### config.mk
export PLATFORM = sky130hd
export DESIGN_NAME = ofd_operand_decode
export DESIGN_NICKNAME = d
export VERILOG_FILES = /design/src/hdl/ofd_operand_decode.v
export VERILOG_INCLUDE_DIRS = /design/src /design/src/hdl
export SDC_FILE = /design/constraint.sdc
export NUM_CORES = 1
export LEC_CHECK = 0
export ABC_AREA = 1
export BUFFER_PORTS_ARGS = -buffer_cell sky130_fd_sc_hd__buf_2
export CORE_ASPECT_RATIO = 1.4
export CORE_MARGIN = 4
export CORE_UTILIZATION = 45
export CTS_BUF_LIST = sky130_fd_sc_hd__clkbuf_8 sky130_fd_sc_hd__clkbuf_16
export CTS_CLUSTER_DIAMETER = 80
export DETAILED_ROUTE_END_ITERATION = 8
export GPL_ROUTABILITY_DRIVEN = 0
export PLACE_DENSITY_LB_ADDON = 0.12
export SETUP_SLACK_MARGIN = 0.05
export SYNTH_ARGS = -nofsm -noshare
export SYNTH_HDL_FRONTEND = slang
export SYNTH_SLANG_ARGS = --single-unit
### constraint.sdc
create_clock -name clk_sys_i -period 2.9 [get_ports clk_sys_i]
set_clock_uncertainty 0.1 [all_clocks]
set_input_delay 0.58 -clock clk_sys_i [delete_from_list [all_inputs] [get_ports clk_sys_i]]
set_output_delay 0.58 -clock clk_sys_i [all_outputs]
set_load 0.1 [all_outputs]
### src/hdl/ofd_map.vh
// Purpose: constants for the operand field decoder
// Assumes: included by ofd_operand_decode.v only
// Notes:   register offsets are byte addresses on the plain port
`ifndef OFD_MAP_VH
`define OFD_MAP_VH
// ************************************************
// register offsets
// ************************************************
`define OFD_A_CTRL     8'h00
`define OFD_A_FADDR    8'h04
`define OFD_A_LIT      8'h08
`define OFD_A_SLIT     8'h0c
`define OFD_A_PADDR    8'h10
`define OFD_A_BIT      8'h14
`define OFD_A_MAC      8'h18
`define OFD_A_WSEL     8'h1c
`define OFD_A_STAT     8'h20
`define OFD_A_DEC      8'h24
`define OFD_A_PF       8'h28
`define OFD_A_MUL      8'h2c
`define OFD_A_W13      8'h30
`define OFD_A_EXT      8'h34
// ************************************************
// field positions
// ************************************************
`define OFD_CT_RNG     4:0
`define OFD_CT_SIZE    1:0
`define OFD_CT_ACC     2
`define OFD_CT_AWB     3
`define OFD_CT_FW0     4
`define OFD_MAC_RNG    17:0
`define OFD_XMODE      3:0
`define OFD_YMODE      7:4
`define OFD_XD         9:8
`define OFD_YD         11:10
`define OFD_MPAIR      14:12
`define OFD_SQ         17:16
`define OFD_WS_RNG     22:0
`define OFD_WSRC       3:0
`define OFD_WDST       7:4
`define OFD_WBASE      11:8
`define OFD_DIVM       15:12
`define OFD_DIVN       19:16
`define OFD_DIVMODE    22:20
`define OFD_AR_RNG     4:0
`define OFD_DS_RNG     8:5
`define OFD_HI16       31:16
`define OFD_LO16       15:0
`define OFD_Y_PF       25:16
// ************************************************
// values and reset values
// ************************************************
`define OFD_FADDR_MAX  16'h1fff
`define OFD_LIT_BMAX   10'h0ff
`define OFD_SZ_NONE    2'h0
`define OFD_SZ_B       2'h1
`define OFD_SZ_W       2'h2
`define OFD_SZ_D       2'h3
`define OFD_W0         4'h0
`define OFD_W4         4'h4
`define OFD_W8         4'h8
`define OFD_W10        4'ha
`define OFD_W12        4'hc
`define OFD_W13        4'hd
`define OFD_AWB_STEP   16'h0002
`define OFD_NPAIR      3'h6
`define OFD_DIV_DIRECT 3'h0
`define OFD_PF_SPAN    4'h7
`define OFD_PF_IDX     4'he
`define OFD_PF_NONE    4'hf
`define OFD_MOD_P6     4'h6
`define OFD_MOD_P4     4'h4
`define OFD_MOD_P2     4'h2
`define OFD_MOD_0      4'h0
`define OFD_SEXT       6
`define OFD_MAC_RST    18'h000ff
`define OFD_Z32        32'h0000_0000
`define OFD_LIT_RNG    9:0
`define OFD_PA_RNG     22:0
`define OFD_BIT_RNG    3:0
`endif

### src/hdl/ofd_operand_decode.v
// Purpose: operand field decoder with core status flags
// Assumes: single clock, plain register port, read data one cycle late
// Notes:   see ofd_map.vh for offsets and field layout
//          bad fields are stored as written and only raise decode_err_o
//          core flag and write-back events beat same-cycle software writes
//
// What this block does
// - file register ops use w0 as source and as destination, asked or not
// - file register addresses valid only from 0 to 0x1fff
// - bit selector is four bits choosing bit 0 to 15
// - unsigned ten-bit literal max 255 in byte mode, 1023 in word mode
// - 23-bit program address literal must be even
// - accumulator select field picks exactly one of a or b
// - write-back goes to w13 or to [w13] then w13 plus 2
// - five arithmetic flags c, dc, n, ov and sticky zero
// - four dsp flags: overflow and saturate for each accumulator
// - signed ten-bit literal is two's complement, -512 to 511
// - square ops pair one of w4 to w7 with itself
// - multiply ops pick one of six unordered pairs from w4 to w7
// - x prefetch from w8 or w9, post-modify +-2/4/6, w9+w12, none
// - y prefetch from w10 or w11, post-modify +-2/4/6, w11+w12, none
// - x prefetch destination is one of w4 to w7
// - y prefetch destination is one of w4 to w7 by own field
// - divide takes a direct register pair, no indirect modes
// - working register fields address one of sixteen registers
// - no size suffix means word; byte and double only by suffix
`timescale 1ns/1ps
`include "ofd_map.vh"

module ofd_operand_decode #(
	parameter ADDR_W = 8
) (
	input  wire              clk_sys_i,
	input  wire              arst_n_i,
	input  wire [ADDR_W-1:0] addr_i,
	input  wire [31:0]       wdata_i,
	input  wire              wr_i,
	input  wire              rd_i,
	output reg  [31:0]       rdata_o,
	input  wire              alu_we_i,
	input  wire              alu_carry_i,
	input  wire              alu_dcarry_i,
	input  wire              alu_neg_i,
	input  wire              alu_ovf_i,
	input  wire              alu_zero_i,
	input  wire              alu_zsticky_i,
	input  wire              dsp_we_i,
	input  wire [3:0]        dsp_flags_i,
	input  wire              awb_go_i,
	output reg  [4:0]        arith_flags_o,
	output reg  [3:0]        dsp_flags_o,
	output reg  [15:0]       awb_addr_o,
	output reg               awb_we_o,
	output reg               awb_mem_o,
	output reg               decode_err_o
);

// ************************************************
// functions
// ************************************************
// one of w4..w7 from a two-bit selector
function [3:0] w4_sel;
	input [1:0] sel;
	begin
		w4_sel = `OFD_W4 + {2'h0, sel};
	end
endfunction

// prefetch mode to {active, indexed, reg, signed step}
function [9:0] pf_dec;
	input [3:0] mode;
	input [3:0] lo;
	reg   [3:0] k;
	reg   [3:0] stp;
	reg   [3:0] rg;
	begin
		k   = (mode >= `OFD_PF_SPAN) ? mode - `OFD_PF_SPAN : mode;
		rg  = (mode >= `OFD_PF_SPAN) ? lo + 4'h1 : lo;
		stp = `OFD_MOD_0;
		// codes 7 to 13 repeat 0 to 6 on the odd base register
		case (k)
			4'h0: stp = `OFD_MOD_P6;
			4'h1: stp = `OFD_MOD_P4;
			4'h2: stp = `OFD_MOD_P2;
			4'h4: stp = -`OFD_MOD_P6;
			4'h5: stp = -`OFD_MOD_P4;
			4'h6: stp = -`OFD_MOD_P2;
			default: stp = `OFD_MOD_0;
		endcase
		if (mode == `OFD_PF_NONE)
			pf_dec = 10'h000;
		else if (mode == `OFD_PF_IDX)
			pf_dec = {2'b11, rg, `OFD_MOD_0};
		else
			pf_dec = {2'b10, rg, stp};
	end
endfunction

// unordered pair index to {m, n}
function [7:0] pair_dec;
	input [2:0] sel;
	begin
		// codes 6 and 7 name no pair; pair_ok reports them
		case (sel)
			3'h0: pair_dec = {w4_sel(2'h0), w4_sel(2'h1)};
			3'h1: pair_dec = {w4_sel(2'h0), w4_sel(2'h2)};
			3'h2: pair_dec = {w4_sel(2'h0), w4_sel(2'h3)};
			3'h3: pair_dec = {w4_sel(2'h1), w4_sel(2'h2)};
			3'h4: pair_dec = {w4_sel(2'h1), w4_sel(2'h3)};
			3'h5: pair_dec = {w4_sel(2'h2), w4_sel(2'h3)};
			default: pair_dec = 8'h00;
		endcase
	end
endfunction

// ************************************************
// registers
// ************************************************
reg  [4:0]  ctrl_r;
reg  [15:0] faddr_r;
reg  [9:0]  lit_r;
reg  [9:0]  slit_r;
reg  [22:0] paddr_r;
reg  [3:0]  bit_r;
reg  [17:0] mac_r;
reg  [22:0] wsel_r;
reg  [15:0] w13_r;
reg  [31:0] rdata_nxt;

// ************************************************
// decode
// ************************************************
// fields are checked here, never clamped
wire [1:0]  size_eff = (ctrl_r[`OFD_CT_SIZE] == `OFD_SZ_NONE) ?
	`OFD_SZ_W : ctrl_r[`OFD_CT_SIZE];
wire        byte_m   = (size_eff == `OFD_SZ_B);
wire        dword_m  = (size_eff == `OFD_SZ_D);
wire        faddr_ok = (faddr_r <= `OFD_FADDR_MAX);
wire        lit_ok   = !byte_m || (lit_r <= `OFD_LIT_BMAX);
wire        paddr_ok = (paddr_r[0] == 1'b0);
wire        pair_ok  = (mac_r[`OFD_MPAIR] < `OFD_NPAIR);
wire        div_ok   = (wsel_r[`OFD_DIVMODE] == `OFD_DIV_DIRECT);
wire [9:0]  x_pf     = pf_dec(mac_r[`OFD_XMODE], `OFD_W8);
wire [9:0]  y_pf     = pf_dec(mac_r[`OFD_YMODE], `OFD_W10);
wire [7:0]  mpair    = pair_dec(mac_r[`OFD_MPAIR]);
wire [3:0]  sq_reg   = w4_sel(mac_r[`OFD_SQ]);
wire [3:0]  xd_reg   = w4_sel(mac_r[`OFD_XD]);
wire [3:0]  yd_reg   = w4_sel(mac_r[`OFD_YD]);
wire [15:0] bit_mask = 16'h0001 << bit_r;
wire [15:0] slit_ext = {{`OFD_SEXT{slit_r[9]}}, slit_r};

// file ops: source is always w0, destination w0 whether asked or not
wire [3:0]  fsrc_reg = `OFD_W0;
wire [3:0]  fdst_reg = ctrl_r[`OFD_CT_FW0] ? `OFD_W0 : `OFD_W0;
// any bad field raises the error flag one cycle later
wire        all_ok   = faddr_ok && lit_ok && paddr_ok && pair_ok && div_ok;

// decoded view: flags, file regs, accumulator and write-back choice
wire [31:0] dec_word = {14'h0000, fdst_reg, fsrc_reg,
	ctrl_r[`OFD_CT_FW0], ctrl_r[`OFD_CT_AWB], ctrl_r[`OFD_CT_ACC],
	dword_m, byte_m, div_ok, pair_ok, paddr_ok, lit_ok, faddr_ok};
wire [31:0] pf_word  = {6'h00, y_pf, 6'h00, x_pf};
wire [31:0] mul_word = {4'h0, wsel_r[`OFD_WBASE], `OFD_W13,
	yd_reg, xd_reg, sq_reg, mpair};
// literal widened here so software sees the sign directly
wire [31:0] ext_word = {slit_ext, bit_mask};

// ************************************************
// write decode
// ************************************************
// software and core share these two, so their strobes are named
wire        wr_stat  = wr_i && (addr_i == `OFD_A_STAT);
wire        wr_w13   = wr_i && (addr_i == `OFD_A_W13);

// ************************************************
// read port
// ************************************************
// reads have no side effects, so a mux ahead of one flop is enough
always @*
begin
	rdata_nxt = `OFD_Z32;
	// zero outside the read cycle so stale data never shows
	if (!rd_i)
		rdata_nxt = `OFD_Z32;
	else if (addr_i == `OFD_A_CTRL)
		rdata_nxt = {27'h0, ctrl_r};
	else if (addr_i == `OFD_A_FADDR)
		rdata_nxt = {16'h0000, faddr_r};
	else if (addr_i == `OFD_A_LIT)
		rdata_nxt = {22'h0, lit_r};
	else if (addr_i == `OFD_A_SLIT)
		rdata_nxt = {22'h0, slit_r};
	else if (addr_i == `OFD_A_PADDR)
		rdata_nxt = {9'h000, paddr_r};
	else if (addr_i == `OFD_A_BIT)
		rdata_nxt = {28'h0, bit_r};
	else if (addr_i == `OFD_A_MAC)
		rdata_nxt = {14'h0, mac_r};
	else if (addr_i == `OFD_A_WSEL)
		rdata_nxt = {9'h000, wsel_r};
	// live flags: a read shows the last core or software update
	else if (addr_i == `OFD_A_STAT)
		rdata_nxt = {23'h0, dsp_flags_o, arith_flags_o};
	// views from here on are read-only, except w13, which software can load
	else if (addr_i == `OFD_A_DEC)
		rdata_nxt = dec_word;
	else if (addr_i == `OFD_A_PF)
		rdata_nxt = pf_word;
	else if (addr_i == `OFD_A_MUL)
		rdata_nxt = mul_word;
	else if (addr_i == `OFD_A_W13)
		rdata_nxt = {16'h0000, w13_r};
	else if (addr_i == `OFD_A_EXT)
		rdata_nxt = ext_word;
	else
		rdata_nxt = `OFD_Z32;
end

// one flop stage gives the one-cycle read latency

always @(posedge clk_sys_i or negedge arst_n_i)
begin
	if (!arst_n_i)
		rdata_o <= `OFD_Z32;
	else
		rdata_o <= rdata_nxt;
end

// ************************************************
// field registers
// ************************************************
always @(posedge clk_sys_i or negedge arst_n_i)
begin
	if (!arst_n_i)
	begin
		ctrl_r  <= 5'h00;
		faddr_r <= 16'h0000;
		lit_r   <= 10'h000;
		slit_r  <= 10'h000;
		paddr_r <= 23'h000000;
		bit_r   <= 4'h0;
		// both prefetch modes reset to none, so a stray op moves nothing
		mac_r   <= `OFD_MAC_RST;
		wsel_r  <= 23'h000000;
	end
	else if (wr_i)
	begin
		// views other than w13, and unmapped offsets, fall through, so writes there drop
		if (addr_i == `OFD_A_CTRL)
			ctrl_r <= wdata_i[`OFD_CT_RNG];
		else if (addr_i == `OFD_A_FADDR)
			faddr_r <= wdata_i[`OFD_LO16];
		else if (addr_i == `OFD_A_LIT)
			lit_r <= wdata_i[`OFD_LIT_RNG];
		else if (addr_i == `OFD_A_SLIT)
			slit_r <= wdata_i[`OFD_LIT_RNG];
		else if (addr_i == `OFD_A_PADDR)
			paddr_r <= wdata_i[`OFD_PA_RNG];
		else if (addr_i == `OFD_A_BIT)
			bit_r <= wdata_i[`OFD_BIT_RNG];
		else if (addr_i == `OFD_A_MAC)
			mac_r <= wdata_i[`OFD_MAC_RNG];
		else if (addr_i == `OFD_A_WSEL)
			wsel_r <= wdata_i[`OFD_WS_RNG];
	end
end

// ************************************************
// status flags
// ************************************************
// a core update in the same cycle as a software write wins
always @(posedge clk_sys_i or negedge arst_n_i)
begin
	if (!arst_n_i)
		arith_flags_o <= 5'h00;
	else if (alu_we_i)
	begin
		arith_flags_o[3:0] <= {alu_ovf_i, alu_neg_i, alu_dcarry_i, alu_carry_i};
		// in sticky ops the zero flag only clears, so multi-word results chain
		arith_flags_o[4]   <= alu_zsticky_i ? (arith_flags_o[4] & alu_zero_i) :
			alu_zero_i;
	end
	else if (wr_stat)
		arith_flags_o <= wdata_i[`OFD_AR_RNG];
end

always @(posedge clk_sys_i or negedge arst_n_i)
begin
	if (!arst_n_i)
		dsp_flags_o <= 4'h0;
	else if (dsp_we_i)
		dsp_flags_o <= dsp_flags_i;
	else if (wr_stat)
		dsp_flags_o <= wdata_i[`OFD_DS_RNG];
end

// ************************************************
// accumulator write-back
// ************************************************
// hardware post-increment beats a same-cycle software load of w13
always @(posedge clk_sys_i or negedge arst_n_i)
begin
	if (!arst_n_i)
	begin
		w13_r      <= 16'h0000;
		awb_addr_o <= 16'h0000;
		awb_we_o   <= 1'b0;
		awb_mem_o  <= 1'b0;
	end
	else
	begin
		// pulse follows every event, whatever the mode
		awb_we_o <= awb_go_i;
		if (awb_go_i && ctrl_r[`OFD_CT_AWB])
		begin
			awb_addr_o <= w13_r;
			awb_mem_o  <= 1'b1;
			w13_r      <= w13_r + `OFD_AWB_STEP;
		end
		// register mode leaves w13 untouched
		else if (awb_go_i)
		begin
			awb_addr_o <= {12'h000, `OFD_W13};
			awb_mem_o  <= 1'b0;
		end
		else if (wr_w13)
			w13_r <= wdata_i[`OFD_LO16];
	end
end

// ************************************************
// error flag
// ************************************************
// registered so the output comes from a flop; lags the fields a cycle
always @(posedge clk_sys_i or negedge arst_n_i)
begin
	if (!arst_n_i)
		decode_err_o <= 1'b0;
	else
		decode_err_o <= !all_ok;
end

endmodule

# ---- Word level (Yosys, flattened, before mapping)
# Index checks and enable logic that the tools add are counted.
dict set report totals {
  regBits 185
  in_bits 57
  out_inout_bits 60
  elab_cells 140
}
dict set report op_classes {
  add_sub_neg 6
  n_lt_le_gt_ge 5
  eq_ne 35
  n_shift 1
  mux 39
  bitwise_logic 9
  n_reduce_logical 29
}
# op n
set op_table {}
lappend op_table {{$mux 32} 15}
lappend op_table {{$mux 16} 5}
lappend op_table {{$eq 8x6->1 const B} 6}
lappend op_table {{$pmux 4 s6} 2}
lappend op_table {{$pmux 7 s6} 1}
lappend op_table {{$eq 8x5->1 const B} 4}
lappend op_table {{$eq 4x3->1 const B} 6}
lappend op_table {{$mux 10} 2}
lappend op_table {{$mux 9} 2}
lappend op_table {{$add 16x2->16 const B} 1}
lappend op_table {{$eq 4x4->1 const B} 4}
lappend op_table {{$eq 8x4->1 const B} 2}
lappend op_table {{$le 16x13->1 const B} 1}
lappend op_table {{$mux 4} 4}
lappend op_table {{$shl 1x4->16 const A} 1}
lappend op_table {{$add 3x2->4 const A} 3}
lappend op_table {{$le 10x8->1 const B} 1}
lappend op_table {{$mux 5} 2}
lappend op_table {{$reduce_and 9->1} 1}
lappend op_table {{$eq 4x1->1 const B} 2}
lappend op_table {{$eq 4x2->1 const B} 2}
lappend op_table {{$eq 8x3->1 const B} 1}
lappend op_table {{$ge 4x3->1 const B} 2}
lappend op_table {{$logic_not 4->1} 2}
lappend op_table {{other kinds (26)} 52}

# ---- Longest topological paths before layout
# Gate-level depths: netlist of run 1.
dict set report logic_depth {
  ltp_word 18
  ltp_mapped 15
  ltp_nobuf 15
}

# ---- Least setup slack after synthesis of run 1
# No wires, ideal clock.
dict set report synth_path {
  kind {reg-to-output}
  start {register, netlist name rdata_o[30]}
  end {output port rdata_o[29]}
  t_arrival_ns 1.357
  slack_ns 0.863
  path_stages_with_launch 2
  cell_sequence {dfrtp_1 > buf_4}
}
# item line_no
set synth_lines {}
lappend synth_lines {{end: declaration} ofd_operand_decode.v:39} ;# output reg [31:0] rdata_o,

# ---- Worst setup path after layout of run 1
dict set report layout_path {
  start {register mac_r[0]}
  end {register rdata_o[9]}
}
dict set report layout_via {
  elab_chain_len 14
}
# item line_no
set layout_lines {}
lappend layout_lines {{start: declaration} ofd_operand_decode.v:125} ;# reg [17:0] mac_r;
lappend layout_lines {{start signal: assignment} ofd_operand_decode.v:243} ;# mac_r <= `OFD_MAC_RST;
lappend layout_lines {{start signal: assignment} ofd_operand_decode.v:262} ;# mac_r <= wdata_i[`OFD_MAC_RNG];
lappend layout_lines {{$eq 4x4->1 (no source line)} -}
lappend layout_lines {{$mux 10} ofd_operand_decode.v:90} ;# if (mode == `OFD_PF_NONE)
lappend layout_lines {{$mux 32} ofd_operand_decode.v:207} ;# else if (addr_i == `OFD_A_PF)
lappend layout_lines {{$mux 32} ofd_operand_decode.v:205} ;# else if (addr_i == `OFD_A_DEC)
lappend layout_lines {{$mux 32} ofd_operand_decode.v:202} ;# else if (addr_i == `OFD_A_STAT)
lappend layout_lines {{$mux 32} ofd_operand_decode.v:199} ;# else if (addr_i == `OFD_A_WSEL)
lappend layout_lines {{$mux 32} ofd_operand_decode.v:197} ;# else if (addr_i == `OFD_A_MAC)
lappend layout_lines {{$mux 32} ofd_operand_decode.v:195} ;# else if (addr_i == `OFD_A_BIT)
lappend layout_lines {{$mux 32} ofd_operand_decode.v:193} ;# else if (addr_i == `OFD_A_PADDR)
lappend layout_lines {{$mux 32} ofd_operand_decode.v:191} ;# else if (addr_i == `OFD_A_SLIT)
lappend layout_lines {{$mux 32} ofd_operand_decode.v:189} ;# else if (addr_i == `OFD_A_LIT)
lappend layout_lines {{$mux 32} ofd_operand_decode.v:187} ;# else if (addr_i == `OFD_A_FADDR)
lappend layout_lines {{$mux 32} ofd_operand_decode.v:185} ;# else if (addr_i == `OFD_A_CTRL)
lappend layout_lines {{$mux 32} ofd_operand_decode.v:183} ;# if (!rd_i)
lappend layout_lines {{via rdata_nxt[9]} ofd_operand_decode.v:128} ;# reg [31:0] rdata_nxt;
lappend layout_lines {{end signal: assignment} ofd_operand_decode.v:224} ;# rdata_o <= `OFD_Z32;
lappend layout_lines {{end signal: assignment} ofd_operand_decode.v:226} ;# rdata_o <= rdata_nxt;
# The timed path passes the listed nets, and every way through them passes these cells.
# A chain may end at the register's enable or synchronous reset.

==> impl_results.md, run 1 <==
* Status: finished, final reports clean
* Final Hold Vio Count at 0
* WS Path Type: flip-flop to flip-flop
* Crit path required time at 3.12 ns
* Die Y at 178 um
* #FFs+latches synth at about 180
* CTS Buf Count at 17
* Die area at 0.0230 sq mm
* Initial Util at 46.1%
* Register area at 0.00456 sq mm
* Relative slew slack at 61.2%
* Final period utilization at 78.0%
* # rows at 61
* Top Usage Layer GRT: met2
* Slew Limit Fails at 0
* Root buf cell: clkbuf_16
* R2R cell count at 12
* Grt met1 use at a little under a third
* DRC at 0
* Final setup viols at 0
* Type of the worst min-delay path: primary input to asynchronous set/reset pin
* N_diodes at 0
* Fin util at about 53%
* Cts hold-fix bufs at 0
* Final nets at 1332
* Via count at approximately 8.3k
* Ys flop type: dfrtp_1
* Synthesis Warnings at 0
* H-tree levels at 4
* Most frequent cells in the layout: 355 x nand2_1, 174 x dfrtp_1, 155 x o21ai_0, 106 x buf_2, 104 x inv_1
* Worst-Margin Slew at 0.578 ns
* Largest net degree at the start of global routing at 66
* M2 GR Usage at 43.1%
* Distinct cells, synth at 51
* Clock latency on the worst-skew pair at roughly 0.44 ns
* Synthesis-to-layout area growth at 15.6%
* R2r endpoint: rdata_o[9]
* Syn Nets at 1223
* Cell Area, Synth at 0.00926 sq mm
* Fmax at roughly 440 MHz
* Layout cells sized above 1 at around 18%
* Cts repair resizes at 0
* Register area share after synthesis at between 40% and 50%
* Postcts setup bufs at 0
* Maximum vdd ir drop at roughly 370 uV
* GRT Overall Usage at about a quarter
* # port buffers at 107
* Startpoint Class: flip-flop
* CTS sink count at 182
* Number of synthesized flops with an enable pin at 0
* WP data arrival at 2.48 ns
* First-pass GRT wire length at 44.3 mm
* Starting DRT DRC Count at 699
* Synth Instances at 1160
* Setup TNS at 0 ns
* Max cap viols at 0
* Post-route minimum period at 2.26 ns
* Area of the multi-input gates at ~0.0040 sq mm
* Longest Clk Path Bufs at 2
* GRT met3 Usage at 4.25%
* Synthesized area per cell at 7.98 sq um
* P_leak at roughly 5.4 nW
* CTS clk-pin slew, worst paths at 0.07 ns
* Grt ovf at 0
* Wire length per cell at 18.4 um
* CTS tree: built
* Maximum fanout along the worst path at 6
* TritonRoute pass-1 iters at 8
* Number of global-route vias before repair at between 8k and 9k
* Remaining antenna violation count at 0
* Reg2Reg Setup Slack at about 0.64 ns
* I/O pins at around 120
* Core box area at 0.0201 sq mm
* DP HPWL at 20.8 mm
* Type of element capturing the critical path: flip-flop
* PwrDens at 568 mW/mm^2
* Die Span X at 129 um
* Synth async-reset ratio at 100%
* RSZ-0062 raised after global routing: no
* Vias per inst at 5.40
* CP Launch Point: mac_r[0]
* FF-to-FF Start: mac_r[0]
* Routed wire length at 28.3 mm
* Antenna violations before repair at 0
* Fillers at 1965
* Most common cell after layout, fill and taps aside: nand2_1
Yosys cell counts (all sizes together) (2+ instances only):
master,n,share of area [%]
inv,118,4.8
clkbuf,18,0.73
o2111ai,3,0.28
a221oi,5,0.47
nor2,73,4.0
o22a,2,0.19
a211oi,2,0.16
o22ai,10,0.68
nand4,10,0.68
buf,24,1.7
a31oi,5,0.50
o221ai,9,0.85
o31ai,2,0.16
nand2,366,15
dfstp,8,2.3
or2,4,0.27
o221a,5,0.61
ha,6,0.81
o311ai,6,0.57
nor3,21,1.2
nand3,63,3.7
xor2,2,0.19
dfrtp,174,47
a21oi,44,2.4
a41oi,2,0.19
o211ai,7,0.68
o21ai,164,8.9
where the power goes:
part           leakage, nW  switching, W  internal, W  total (W)
logic                 2.67      0.000633     0.000200   0.000833
clock network        0.287       0.00108      0.00126    0.00235
registers             2.42      0.000176      0.00272    0.00290
worst max-delay path, cell delays in order (launching register included):
cell and delay (ns):
dfstp_2 0.59, ha_1 0.23, nand2_1 0.16, nor2_1 0.14, nand3_1 0.12, nand2_1 0.12
nor2_1 0.05, nand2_1 0.07, nand3_1 0.06, o21ai_0 0.09, o2111ai_1 0.24, nand2_1 0.13
inv_1 0.05
flip-flops by register name (all words and copies together) (netlist names), 5 cells and up:
signal and flops:
wsel_r 23, lit_r 10, slit_r 10, mac_r 18, arith_flags_o 5, paddr_r 23
ctrl_r 5, rdata_o 29, awb_addr_o 16, faddr_r 16, w13_r 16
kinds of logic (layout without fill, tap and decap cells):
group	after synthesis	count (layout)	synth area share, %
flops	182	182	49.3
fa+ha+maj	6	6	0.811
compound gates	270	270	17.0
simple gates	539	539	25.5
xor+xnor	2	2	0.189
buf+inv	161	283	7.22
through the flow:
stage / hold slack (ns) / setup slack (ns) / power [W] / cell area (sq um) / std cells
2_1_floorplan: 0.184 / 0.863 / 0.00346 / 9260 / 1160
3_3_place_gp: 0.357 / 0.380 / 0.00376 / 10100 / 1502
3_5_place_dp: 0.358 / 0.335 / 0.00377 / 10100 / 1502
4_1_cts: 0.0390 / 0.659 / 0.00611 / 10700 / 1534
5_1_grt: 0.0502 / 0.419 / 0.00634 / 10700 / 1534
6_report: 0.0194 / 0.639 / 0.00608 / 10700 / 1534
per-layer routing:
metal / wire length [um] / part of all wire, % / up-vias
li1: - / - / 4067
met1: 11700 / 41 / 3888
met2: 14200 / 50 / 274
met3: 1440 / 5.1 / 61
met4: 1020 / 3.6 / 0
met5: 0 / 0 / -
how the worst max path moves through the flow:
stage                       end  slack (ns)  depth (start not counted)
finish               rdata_o[9]        0.64                         12
global route         rdata_o[9]        0.42                         12
CTS                  rdata_o[9]        0.66                         12
detailed placement   rdata_o[9]        0.33                         13
global placement     rdata_o[2]        0.38                         11
floorplan           rdata_o[29]        0.86                          1
layout make-up:
type                            count  share of cell area [%]
Inverter                          119                    4.18
Timing Repair Buffer              132                    7.08
Multi-Input combinational cell    817                    37.6
Sequential cell                   182                    42.7
Clock inverter                     13                    1.28
Tap cell                          252                    2.95
Clock buffer                       19                    4.23
Power figures use the tool's default switching activity.
==> run 2: changes to the inputs <==
Settings changed: ABC_AREA 1 to 0.
Clock period 2.9 ns to 2.29 ns, I/O delays scaled along.
==> impl_results.md, run 2 <==
* Status: finished, final reports clean (unchanged)
* #FFs+latches synth at 182 (unchanged)
* Top Registers: rdata_o: 29 flops, paddr_r: 23 flops, wsel_r: 23 flops (unchanged)
* Longest Clk Path Bufs at 2 (unchanged)
* Post-route minimum period at 2.21 ns (was 2.26 ns)
* PwrDens at 625 mW/mm^2 (was 568 mW/mm^2)
* Compound-Gate Fraction of Synth Area at 17.7% (was 17.0%)
* Largest net degree at the start of global routing at 55 (was 66)
* Relative slew slack at 62.9% (was 61.2%)
* Number of global-route vias before repair at 8861 (was 8020)
* Slowest stage cell, crit path: dfstp_2 (unchanged)
* GRT met3 Usage at 4.30% (was 4.25%)
* Xor-xnor portion of the synthesized cell area at 0.268% (was 0.189%)
* WHS at 0.126 ns (was 0.0194 ns)
* Max cap viols at 0 (unchanged)
* Grt ovf at 0 (unchanged)
* Grt met1 use at 35.5% (was 31.9%)
* CTS clk-pin slew, worst paths at 0.07 ns (about the same)
* I/O pins at 117 (unchanged)
* Worst-Margin Slew at 0.550 ns (was 0.578 ns)
* DP HPWL at 25.1 mm (was 20.8 mm)
* N_diodes at 0 (unchanged)
* Synthesis Warnings at 0 (unchanged)
* Cell chain of the critical path: ha_2, and3_1, buf_4, a21oi_1, nor2_1, a21oi_1, nor3_2, nor4_1 (was ha_1, nand2_1, nor2_1, nand3_1, nand2_1, nor2_1, nand2_1, nand3_1, o21ai_0, o2111ai_1, nand2_1, inv_1)
* Layout cells sized above 1 at 37.6% (was 17.9%)
* Type of element capturing the critical path: flip-flop (unchanged)
* Startpoint Class: flip-flop (unchanged)
* P_leak at 5.87 nW (was 5.38 nW)
* Root buf cell: clkbuf_16 (unchanged)
* Crit path required time at 2.50 ns (was 3.12 ns)
* Final Hold Vio Count at 0 (unchanged)
* Register area share after synthesis at 46.6% (was 49.3%)
* CTS tree: built (unchanged)
* Final period utilization at 96.7% (was 78.0%)
* Layout Cells excl Fill at 1445 (was 1534)
* Post-synth top cells: 174 x dfrtp_1, 83 x mux2_2, 83 x o21ai_0 (was 355 x nand2_1, 174 x dfrtp_1, 155 x o21ai_0)
* Simple-gate portion of the synthesized area at 15.6% (was 25.5%)
* Most common cell after layout, fill and taps aside: dfrtp_1 (was nand2_1)
* GRT Overall Usage at 28.4% (was 25.3%)
* Fillers at 1914 (was 1965)
* # port buffers at 107 (unchanged)
* Maximum vdd ir drop at 524 uV (was 370 uV)
* Routed wire length at 34.1 mm (was 28.3 mm)
* CTS sink count at 182 (unchanged)
* Biggest register: rdata_o (unchanged)
* Yosys top cell by area: dfrtp_1 (unchanged)
* M2 GR Usage at 46.7% (was 43.1%)
* Wire length per cell at 23.6 um (was 18.4 um)
* Synthesis-to-layout area growth at 25.7% (was 15.6%)
* Initial Util at 46.0% (was 46.1%)
* DRC at 0 (unchanged)
* WS Path Type: flip-flop to flip-flop (unchanged)
* Post-synth top area share at 44.5% (was 47.0%)
* Synth Instances at 957 (was 1160)
* Via count at 8800 (was 8290)
* RSZ-0062 raised after global routing: yes (was no)
* Post-route cell area at 0.0123 sq mm (was 0.0107 sq mm)
* Synth async-reset ratio at 100% (unchanged)
* Type of the worst min-delay path: primary input to flip-flop (was primary input to asynchronous set/reset pin)
* Largest family of logic cells by synthesized area: compound AO/OA/AOI/OAI gates (was simple AND/OR/NAND/NOR gates)
* Top Usage Layer GRT: met2 (unchanged)
* WP data arrival at 2.42 ns (was 2.48 ns)
* Synthesized area per cell at 10.2 sq um (was 7.98 sq um)
* Maximum fanout along the worst path at 4 (was 6)
* Core box area at 0.0213 sq mm (was 0.0201 sq mm)
* Die area at 0.0242 sq mm (was 0.0230 sq mm)
* Mux contribution to synthesized area at 14.2% (was 0%)
* DP Area at 0.0116 sq mm (was 0.0101 sq mm)
* Count leader, synth: dfrtp_1 (was nand2_1)
* Vias per inst at 6.09 (was 5.40)
* CP dominant cell by count: a21oi_1 (was nand2_1)
* Remaining antenna violation count at 0 (unchanged)
* CP peak stage delay at 0.56 ns (was 0.59 ns)
* Ys flop type: dfrtp_1 (unchanged)
* Die Span X at 133 um (was 129 um)
* Reg2Reg Setup Slack at 0.08 ns (was 0.64 ns)
* Dpl cells at 1408 (was 1502)
* First-pass GRT wire length at 52.4 mm (was 44.3 mm)
* Max FFs per register at 29 (unchanged)
* Cell Area, Synth at 0.00979 sq mm (was 0.00926 sq mm)
* Distinct cells, synth at 86 (was 51)
* CTS Buf Count at 17 (unchanged)
* Starting DRT DRC Count at 839 (was 699)
* Synth Area in Adders at 0.767% (was 0.811%)
* Syn Nets at 1020 (was 1223)
* Final setup viols at 0 (unchanged)
* # rows at 63 (was 61)
* Final nets at 1235 (was 1332)
* Number of synthesized flops with an enable pin at 0 (unchanged)
* Clock latency on the worst-skew pair at 0.44 ns (about the same)
* Die Y at 183 um (was 178 um)
* Slew Limit Fails at 0 (unchanged)
* Antenna violations before repair at 0 (unchanged)
* Most frequent cells in the layout: 174 x dfrtp_1, 147 x buf_4, 106 x buf_2, 83 x mux2_2, 80 x o21ai_0 (was 355 x nand2_1, 174 x dfrtp_1, 155 x o21ai_0, 106 x buf_2, 104 x inv_1)
* H-tree levels at 4 (unchanged)
* Fmax at 452 MHz (was 442 MHz)
* TritonRoute pass-1 iters at 8 (unchanged)
* Synth top area cells: dfrtp_1 44%, mux2_2 9.5%, o21ai_0 4.2%, a21oi_1 3.2%, mux2_4 3.1% (was dfrtp_1 47%, nand2_1 14%, o21ai_0 8.4%, inv_1 4.2%, nand3_1 3.2%)
## run 2: cell count changes after synthesis, moves of 16 or more
cell | before | now
mux2_4 | 0 | 20
inv_1 | 104 | 29
clkbuf_1 | 18 | 34
mux2_2 | 0 | 83
nand3_1 | 59 | 34
a21oi_1 | 43 | 63
a22oi_1 | 0 | 16
o21ai_0 | 155 | 83
nand2_1 | 355 | 69
## run 2: layout make-up
cell class	instances	area [sq um]	area share (%)
clock inverters	14	148	1.20
inverters	30	113	0.915
repair buffers	268	1900	15.4
well taps	260	325	2.64
flip-flops and latches	182	4560	37.1
multi-input cells	673	4820	39.1
clock buffers	18	439	3.57
## run 2: per-layer routing
layer | vias to the layer above | share of wire, %
met5 | - | 0
met4 | 0 | 5.9
met3 | 103 | 6.6
met2 | 423 | 48
met1 | 4300 | 39
li1 | 3974 | -
## run 2: repair_timing
action	4_1_cts	5_1_grt
setup buffers	0	4
hold buffers	1	0
pin swaps	0	6
resized for setup	4	12
setup endpoints to repair	4	6
hold endpoints to repair	51	0
## run 2: logic make-up after synthesis
kind of cell | Yosys count
multiplexers | 118
buffers and inverters | 102
AO/OA/AOI/OAI | 275
XOR/XNOR | 3
AND/OR/NAND/NOR | 271
adder cells (fa/ha/maj) | 6
flip-flops | 182
## run 2: power by group
group	switching [W]	internal [W]	total [W]
logic	0.000780	0.000401	0.00118
registers	0.000164	0.00338	0.00355
clock network	0.00131	0.00165	0.00296
## run 2: through the flow
stage                     worst slack, ns  setup TNS, ns  util (%)  power (W)
after detailed placement           -0.453         -20.33      54.6    0.00476
after floorplan                   -0.0468         -0.936         -    0.00423
final                              0.0761              0      57.8    0.00769
after CTS                          0.0186              0      57.5    0.00773
after global placement             -0.471         -18.97      54.6    0.00474
after global routing              -0.0273        -0.0273      57.8    0.00796
## run 2: final timing paths
kind,startpoint,endpoint,cells past startpoint
worst max-delay path,mac_r[1],rdata_o[9],8
worst min-delay path,alu_dcarry_i,arith_flags_o[1],3
worst max register to register,mac_r[1],rdata_o[9],8
worst min register to register,paddr_r[2],paddr_r[2],1
max in group asynchronous,arst_n_i,faddr_r[14],3
min in group asynchronous,arst_n_i,lit_r[5],2
## run 2: worst max-delay path: cells and delay by family (launching register included)
kind / cells / cell delay, ns
AO/OA/AOI/OAI: 2 / 0.24
adder cells (fa/ha/maj): 1 / 0.21
buffers and inverters: 1 / 0.11
flip-flops: 1 / 0.56
AND/OR/NAND/NOR: 4 / 0.87
